===== config.mk =====
export PLATFORM = sky130hd
export DESIGN_NAME = dpcd_controller_flat
export DESIGN_NICKNAME = d
export VERILOG_FILES = /design/src/shared/dpcd_pkg.sv /design/src/shared/dpcd_link_if.sv /design/src/verilog/dpcd_controller.sv /design/src/flat_wrapper.sv
export VERILOG_INCLUDE_DIRS = /design/src /design/src/shared
export SDC_FILE = /design/constraint.sdc
export NUM_CORES = 1
export LEC_CHECK = 0
export ABC_CLOCK_PERIOD_IN_PS = 2300
export BUFFER_PORTS_ARGS = -buffer_cell sky130_fd_sc_hd__buf_2
export CELL_PAD_IN_SITES_DETAIL_PLACEMENT = 1
export CELL_PAD_IN_SITES_GLOBAL_PLACEMENT = 2
export CORE_MARGIN = 10
export CORE_UTILIZATION = 33
export CTS_CLUSTER_DIAMETER = 30
export DETAILED_ROUTE_END_ITERATION = 7
export PLACE_DENSITY_LB_ADDON = 0.1
export SYNTH_ARGS = -nofsm -noshare
export SYNTH_HDL_FRONTEND = slang
export SYNTH_SLANG_ARGS = --single-unit

===== constraint.sdc =====
create_clock -name sys_clk -period 2.3 [get_ports sys_clk]
set_clock_uncertainty 0.15 [all_clocks]
set_input_delay 0.23 -clock sys_clk [delete_from_list [all_inputs] [get_ports sys_clk]]
set_output_delay 0.23 -clock sys_clk [all_outputs]
set_load 0.05 [all_outputs]

===== src/shared/dpcd_defines.svh =====
/*
 Constants for the DRAM power-down and command decode pair.
 Assumes: included by both ends, the checker and the bench by bare name.
*/
`ifndef DPCD_DEFINES_SVH
`define DPCD_DEFINES_SVH
`define DPCD_CKE_MIN_EDGES 3
`define DPCD_FREQ_WAIT_EDGES 2
`define DPCD_XSRD_EDGES 200
`define DPCD_BURST_EDGES 2
`define DPCD_REFI_EDGES 780
`define DPCD_PD_MAX_REFI 9
`define DPCD_XP_EDGES 2
`define DPCD_XARDS_EDGES 7
`define DPCD_DLL_LOCK_EDGES 200
`define DPCD_CLK_DIV 8
`define DPCD_SLOW_CLK_DIV 16
`endif


===== src/shared/dpcd_pkg.sv =====
/*
 Types shared by both ends of the DRAM power-down pair.
 Assumes: compiled before the interface and modules.
*/
package dpcd_pkg;
   typedef enum logic [3:0] {
      CMD_DESELECT, CMD_NOP, CMD_ACTIVATE, CMD_PRECHARGE, CMD_READ, CMD_WRITE,
      CMD_REFRESH, CMD_MODE_SET, CMD_SELF_REF_ENTRY, CMD_PD_ENTRY, CMD_EXIT, CMD_NONE
   } dpcd_cmd_t;
   typedef enum logic [2:0] {
      DEV_IDLE, DEV_ACTIVE, DEV_PRE_PD, DEV_ACT_PD_FAST, DEV_ACT_PD_SLOW, DEV_SELF_REF
   } dpcd_dev_state_t;
endpackage


===== src/shared/dpcd_link_if.sv =====
/*
 Pins between the memory controller end and the device end.
 Assumes: driven by the controller end on sys_clk, sampled by the device end on its own sys_clk.
*/
`timescale 1ns/1ps
interface dpcd_link_if;
   logic memClk;
   logic cke;
   logic chipSelN;
   logic rowStrobeN;
   logic colStrobeN;
   logic writeEnN;
   logic odt;
   logic [2:0] bankAddr;
   logic addr10;
   modport ctrl (output memClk, cke, chipSelN, rowStrobeN, colStrobeN, writeEnN, odt,
      bankAddr, addr10);
   modport dev (input memClk, cke, chipSelN, rowStrobeN, colStrobeN, writeEnN, odt,
      bankAddr, addr10);
endinterface


===== src/verilog/dpcd_controller.sv =====
/*
 Controller end: makes the link clock by division, drives commands, CKE
 and ODT with the power-down and clock change timing.
 Assumes: user pulses one request at a time while ready is high.
*/
`timescale 1ns/1ps
`include "dpcd_defines.svh"
module dpcd_controller #(
   parameter int PD_LIMIT = `DPCD_PD_MAX_REFI * `DPCD_REFI_EDGES
) (
   input wire logic sys_clk,
   input wire logic reset,
   dpcd_link_if.ctrl link,
   input wire logic reqValid,
   input wire logic [3:0] reqCmd,
   input wire logic [2:0] reqBank,
   input wire logic reqAll,
   input wire logic reqSlowClk,
   input wire logic reqOdt,
   output logic ready,
   output logic [1:0] pdPhase
);
   typedef enum logic [2:0] {C_RUN, C_PD, C_SR, C_EXIT, C_LOCK} dpcd_cst_t;
   typedef struct packed {
      dpcd_cst_t st;
      logic [4:0] div;
      logic clk;
      logic slow;
      logic slowPend;
      logic cke;
      logic [3:0] cmdBits;
      logic [2:0] bank;
      logic a10;
      logic odt;
      logic [15:0] cnt;
      logic [15:0] pdCnt;
      logic modeSetDue;
      logic [7:0] openBanks;
   } dpcd_ctl_reg_t;
   dpcd_ctl_reg_t r;
   dpcd_ctl_reg_t next_r;
   logic edgeFall;
   logic [4:0] divMax;
   logic [3:0] enc;
   always_comb begin
      divMax = r.slow ? 5'(`DPCD_SLOW_CLK_DIV / 2 - 1) : 5'(`DPCD_CLK_DIV / 2 - 1);
      next_r = r;
      edgeFall = 1'b0;
      if (r.div == divMax) begin
         next_r.div = '0;
         next_r.clk = ~r.clk;
         edgeFall = r.clk;
      end else begin
         next_r.div = r.div + 5'h01;
      end
      unique case (dpcd_pkg::dpcd_cmd_t'(reqCmd))
         dpcd_pkg::CMD_ACTIVATE: enc = 4'h3;
         dpcd_pkg::CMD_PRECHARGE: enc = 4'h2;
         dpcd_pkg::CMD_READ: enc = 4'h5;
         dpcd_pkg::CMD_WRITE: enc = 4'h4;
         dpcd_pkg::CMD_REFRESH, dpcd_pkg::CMD_SELF_REF_ENTRY: enc = 4'h1;
         dpcd_pkg::CMD_MODE_SET: enc = 4'h0;
         default: enc = 4'h7;
      endcase
      // no ready while a queued mode set or clock change would swallow the request
      ready = edgeFall && r.cnt == '0 && ((r.st == C_RUN && !r.modeSetDue)
         || (r.st == C_PD && !r.slowPend) || r.st == C_SR);
      pdPhase = (r.st == C_RUN) ? 2'h0 : (r.st == C_PD) ? 2'h1 : (r.st == C_SR) ? 2'h2 : 2'h3;
      if (edgeFall) begin
         // new values are set up half a period before the device's rising edge
         next_r.cmdBits = 4'h7;
         if (r.cnt != '0) begin
            next_r.cnt = r.cnt - 16'h0001;
         end
         if (r.st == C_PD) begin
            next_r.pdCnt = r.pdCnt + 16'h0001;
         end
         unique case (r.st)
            C_RUN: begin
               next_r.odt = reqOdt & ~r.modeSetDue;
               if (r.modeSetDue && r.cnt == '0) begin
                  next_r.cmdBits = 4'h0;
                  next_r.bank = '0;
                  next_r.modeSetDue = 1'b0;
                  next_r.cnt = 16'(`DPCD_DLL_LOCK_EDGES);
                  next_r.st = C_LOCK;
               end else if (reqValid && r.cnt == '0) begin
                  next_r.cmdBits = enc;
                  next_r.bank = reqBank;
                  next_r.a10 = reqAll;
                  // open rows tracked so a clock change is refused in active power-down
                  if (reqCmd == dpcd_pkg::CMD_ACTIVATE) begin
                     next_r.openBanks[reqBank] = 1'b1;
                  end else if (reqCmd == dpcd_pkg::CMD_PRECHARGE && reqAll) begin
                     next_r.openBanks = '0;
                  end else if (reqCmd == dpcd_pkg::CMD_PRECHARGE
                        || (reqAll && reqCmd == dpcd_pkg::CMD_READ)
                        || (reqAll && reqCmd == dpcd_pkg::CMD_WRITE)) begin
                     next_r.openBanks[reqBank] = 1'b0;
                  end
                  if (reqCmd == dpcd_pkg::CMD_PD_ENTRY) begin
                     next_r.cke = 1'b0;
                     next_r.odt = 1'b0;
                     next_r.slowPend = reqSlowClk && r.openBanks == '0;
                     next_r.pdCnt = '0;
                     next_r.cnt = 16'(`DPCD_CKE_MIN_EDGES);
                     next_r.st = C_PD;
                  end else if (reqCmd == dpcd_pkg::CMD_SELF_REF_ENTRY) begin
                     next_r.cke = 1'b0;
                     next_r.odt = 1'b0;
                     next_r.cnt = 16'(`DPCD_CKE_MIN_EDGES);
                     next_r.st = C_SR;
                  end else if (reqCmd == dpcd_pkg::CMD_READ
                        || reqCmd == dpcd_pkg::CMD_WRITE) begin
                     next_r.cnt = 16'(`DPCD_BURST_EDGES);
                  end
               end
            end
            C_PD, C_SR: begin
               next_r.odt = 1'b0;
               if (r.st == C_PD && r.slowPend
                     && r.pdCnt >= 16'(`DPCD_FREQ_WAIT_EDGES)) begin
                  next_r.slow = ~r.slow;
                  next_r.slowPend = 1'b0;
                  next_r.modeSetDue = 1'b1;
               end
               if (r.cnt == '0 && !r.slowPend && (reqValid
                     || (r.st == C_PD && r.pdCnt >= 16'(PD_LIMIT)))) begin
                  next_r.cke = 1'b1;
                  // exit carries a deselect
                  next_r.cmdBits = 4'hF;
                  next_r.cnt = (r.st == C_SR) ? 16'(`DPCD_XSRD_EDGES)
                     : 16'(`DPCD_XARDS_EDGES > `DPCD_CKE_MIN_EDGES ? `DPCD_XARDS_EDGES
                     : `DPCD_CKE_MIN_EDGES);
                  next_r.st = C_EXIT;
               end
            end
            C_EXIT: begin
               if (r.cnt == '0) begin
                  next_r.st = C_RUN;
               end
            end
            C_LOCK: begin
               next_r.odt = 1'b0;
               if (r.cnt == '0) begin
                  next_r.st = C_RUN;
               end
            end
            default: next_r.st = C_RUN;
         endcase
      end
   end
   always_ff @(posedge sys_clk) begin
      if (reset) begin
         r <= '0;
         r.st <= C_RUN;
         r.cke <= 1'b1;
         r.cmdBits <= 4'h7;
      end else begin
         r <= next_r;
      end
   end
   assign link.memClk = r.clk;
   assign link.cke = r.cke;
   assign link.chipSelN = r.cmdBits[3];
   assign {link.rowStrobeN, link.colStrobeN, link.writeEnN} = r.cmdBits[2:0];
   assign link.odt = r.odt;
   assign link.bankAddr = r.bank;
   assign link.addr10 = r.a10;
endmodule


===== src/flat_wrapper.sv =====
// flat-port wrapper written by rule: the top's interface ports become plain ports
module dpcd_controller_flat 
#(
   parameter int PD_LIMIT = `DPCD_PD_MAX_REFI * `DPCD_REFI_EDGES
)
  (sys_clk, reset, reqValid, reqCmd, reqBank, reqAll, reqSlowClk, reqOdt, ready, pdPhase, link_memClk, link_cke, link_chipSelN, link_rowStrobeN, link_colStrobeN, link_writeEnN, link_odt, link_bankAddr, link_addr10);
  dpcd_link_if link_i ();
  input wire logic sys_clk;
  input wire logic reset;
  input wire logic reqValid;
  input wire logic [3:0] reqCmd;
  input wire logic [2:0] reqBank;
  input wire logic reqAll;
  input wire logic reqSlowClk;
  input wire logic reqOdt;
  output logic ready;
  output logic [1:0] pdPhase;
  output wire logic [$bits(link_i.memClk)-1:0] link_memClk;
  output wire logic [$bits(link_i.cke)-1:0] link_cke;
  output wire logic [$bits(link_i.chipSelN)-1:0] link_chipSelN;
  output wire logic [$bits(link_i.rowStrobeN)-1:0] link_rowStrobeN;
  output wire logic [$bits(link_i.colStrobeN)-1:0] link_colStrobeN;
  output wire logic [$bits(link_i.writeEnN)-1:0] link_writeEnN;
  output wire logic [$bits(link_i.odt)-1:0] link_odt;
  output wire logic [$bits(link_i.bankAddr)-1:0] link_bankAddr;
  output wire logic [$bits(link_i.addr10)-1:0] link_addr10;
  assign link_memClk = link_i.memClk;
  assign link_cke = link_i.cke;
  assign link_chipSelN = link_i.chipSelN;
  assign link_rowStrobeN = link_i.rowStrobeN;
  assign link_colStrobeN = link_i.colStrobeN;
  assign link_writeEnN = link_i.writeEnN;
  assign link_odt = link_i.odt;
  assign link_bankAddr = link_i.bankAddr;
  assign link_addr10 = link_i.addr10;
  dpcd_controller #(.PD_LIMIT(PD_LIMIT)) u_core (.sys_clk(sys_clk), .reset(reset), .link(link_i), .reqValid(reqValid), .reqCmd(reqCmd), .reqBank(reqBank), .reqAll(reqAll), .reqSlowClk(reqSlowClk), .reqOdt(reqOdt), .ready(ready), .pdPhase(pdPhase));
endmodule

==> impl_metrics.csv <==
group,metric,value,unit
min_path,hold_class,"input pin to register",
die,ios,27,
finish,area_growth,28.25,%
finish,diodes,0,
finish,nFillCells,1258,
timing,final-setup-viol-count,0,
synth,synth.avg_cell_area,8.119,µm²
finish,post-route-cell-area,4561,µm²
global_routing,antenna_found_initial,0,
pwr,power.internal,1.698,mW
timing,setup_slack,0.05103,ns
pwr,p_clk_frac,0.447,
clock_network,clkTransAtPathRegs,0.07,ns
die,fp.dieH,123.8,µm
timing,hold_viol,0,
timing,worst_pin_slew,0.5768,ns
detailed_routing,dr_total_vias,3484,
critical_path,max_stage_delay,0.48,ns
global_routing,track_usage,0.1552,
die,chipWidth,123.8,µm
global_routing,grt_pass1_wl,18940,µm
synth,yosysTopAreaCell,"dfxtp_1",
finish,final_util,0.4378,
die,die-area,15330,µm²
finish,regArea,1249,µm²
pwr,switchingPower,0.5525,mW
pwr,peakVddDrop,0.0003324,V
synth,yosys_most_used_dff,"dfxtp_1",
detailed_routing,ant_nets,0,
detailed_routing,wl,11690,µm
timing,holdWs,0.02734,ns
finish,multi_input_area,2300,µm²
synth,syn_nets,455,
die,initial_utilization,0.3414,
critical_path,crit_required,2.43,ns
synth,synth_top_area_frac,0.3490,
pwr,total_power,2.251,mW
synth,ys_warn_count,0,
synth,synth_edf_count,0,
critical_path,cp-end-kind,"register",
finish,drive_gt1_frac,0.2744,
critical_path,cp.arrival,2.38,ns
synth,ys_ff_latch,62,
clock_network,numCtsBuffers,9,
clock_network,cts_max_level,3,
critical_path,worstPathCellList,"nor4_4 > buf_4 > and4_4 > buf_4 > a31oi_1 > or4_1 > a21oi_1",
die,rows,37,
finish,final_nets,515,
critical_path,start_kind,"register",
global_routing,grt_max_degree,19,
synth,async_flop_share,0,
pwr,p_per_area,493.5,nW/µm²
global_routing,first_global_vias,3598,
detailed_routing,via_per_inst,5.452,
placement,pre_cts_ws,-0.04722,ns
pwr,p_seq_frac,0.485,
placement,place_congestion,0.7860,
critical_path,critPathMaxFanout,4,
job,cap_viol_max_count,0,
status,run_status,"complete, no violations",
clock_network,cts_sinks,62,
global_routing,overflow,0,
placement,io_buffers,26,
pwr,leakagePower,1.667,nW
critical_path,cp.buffers_inverters,2,
timing,fin_crit,2.249,ns
detailed_routing,dr.pass1.iters,4,
timing,fmax,444.6,MHz
detailed_routing,wire_per_inst,18.29,µm
placement,dpl_cell_area,4085,µm²
synth,seq_area_frac_synth,0.3490,
die,core-area,10420,µm²
clock_network,clock_path_buffers,2,
synth,synth_area,3556,µm²
clock_network,clockRootBuffer,"clkbuf_8",
synth,netlist_instances,438,
timing,max_slew_margin,0.6155,
critical_path,cpMostUsedCell,"buf_4",
timing,fin_crit_sh,0.9778,
critical_path,critPathKind,"register to register",
detailed_routing,drtIter0Drc,194,
clock_network,cts_tree,"done",
timing,rsz0062_at_grt,"yes",
critical_path,cp_slowest_cell,"or4_1",
clock_network,clk_latency,0.35,ns
pwr,swShare,0.2455,
synth,synth_area_leaders,"dfxtp_1, nor2_1, xnor2_1, xor2_1, nor4_1",
synth,synth_cell_type_count,55,
critical_path,crit_family,"simple AND/OR/NAND/NOR gates",
detailed_routing,drc_errors,0,
pwr,power_frac_comb,0.068,
placement,place_hpwl,8338,µm
timing,slew_violations,0,
[registers in the layout, indices dropped and copies added (netlist names)]
name,flops
u_core.link.addr10,1
u_core.link.bankAddr,3
u_core.link.chipSelN,1
u_core.link.cke,1
u_core.link.colStrobeN,1
u_core.link.memClk,1
u_core.link.odt,1
u_core.link.rowStrobeN,1
u_core.link.writeEnN,1
u_core.r,51
[through the flow]
step                      TNS (ns)  std cells
after global placement           0        613
after floorplan                  0        438
after CTS                 -0.01385        632
after global routing       -0.2501        639
final                            0        639
after detailed placement  -0.07238        613
[cell usage after synthesis (12+ instances only)]
cell type	number
a21oi_1	26
clkbuf_1	18
dfxtp_1	62
inv_1	12
mux2i_1	12
nand2_1	19
nand3_1	16
nand4_1	15
nor2_1	55
nor3_1	16
nor4_1	21
xnor2_1	16
xor2_1	16
[logic make-up after synthesis]
kind of cell / after synthesis / synth area share
AND/OR/NAND/NOR: 197 / 0.3079
XOR/XNOR: 32 / 0.07882
flip-flops: 62 / 0.3490
adder cells (fa/ha/maj): 4 / 0.01408
AO/OA/AOI/OAI: 86 / 0.1615
buffers and inverters: 45 / 0.05489
multiplexers: 12 / 0.03378
[metal layers]
layer / routed length, µm / part of all wire / global-route usage
met1: 5699 / 0.49 / 0.2125
met2: 5556 / 0.48 / 0.2437
met3: 328 / 0.028 / 0.03167
met4: 102 / 0.0087 / 0.03785
met5: 0 / 0 / 0
[worst reg2reg max path, cell delays in order, from the launching register on]
cell	delay, ns
dfxtp_1	0.36
nor4_4	0.37
buf_4	0.19
and4_4	0.26
buf_4	0.13
a31oi_1	0.11
or4_1	0.48
a21oi_1	0.14
[area by class of cell]
class,instances,share of cell area
clock buffers,13,0.03484
clock inverters,3,0.009328
multi-input cells,331,0.5043
flip-flops and latches,62,0.2738
well taps,136,0.03731
repair buffers,82,0.1306
inverters,12,0.009877
[power groups by stage]
stage / combinational, mW / clock [mW] / sequential [mW]
6_report: 0.152 / 1.01 / 1.09
5_1_grt: 0.170 / 1.07 / 1.09
4_1_cts: 0.143 / 1.04 / 1.09
3_5_place_dp: 0.136 / 0 / 1.11
3_3_place_gp: 0.134 / 0 / 1.11
2_1_floorplan: 0.0764 / 0 / 1.12
[cell usage in the layout, fill, tap and decap left out, drive strengths merged, types with 5 or more instances in the layout]
cell and count:
nor2 55, a21oi 26, inv 12, and2 5
or3 5, nor4 24, a31oi 8, a211oi 5
or4 5, o211ai 5, clkbuf 13, xor2 16
nand2b 8, o2111ai 7, dfxtp 62, xnor2 16
nor3 16, buf 81, and3 7, nor2b 7
nand4 16, mux2i 12, nand3 17, nand2 19
o21ai 11
[path summary, 6_finish.rpt]
check | startpoint | end | slack, ns | cells after the start
hold / removal | reqBank[1] | u_core.link.bankAddr[1]$_SDFFE_PP0P_ | 0.03 | 3
hold reg to reg | u_core.r[54]$_SDFF_PP0_ | u_core.r[54]$_SDFF_PP0_ | 0.29 | 1
setup / recovery | u_core.r[39]$_SDFFE_PP0P_ | u_core.r[51]$_SDFFE_PP0P_ | 0.05 | 7
setup reg to reg | u_core.r[39]$_SDFFE_PP0P_ | u_core.r[51]$_SDFFE_PP0P_ | 0.05 | 7
[repair_timing]
item / 4_1_cts / 5_1_grt
gates resized for setup: 12 / 36
setup endpoints to repair: 11 / 38
hold buffers: 1 / 0
setup buffers: 2 / 6
gates cloned: 0 / 1
pin swaps: 2 / 4
endpoints found under the hold margin: 1 / 0
No activity file was read; power rests on OpenSTA's default activity.
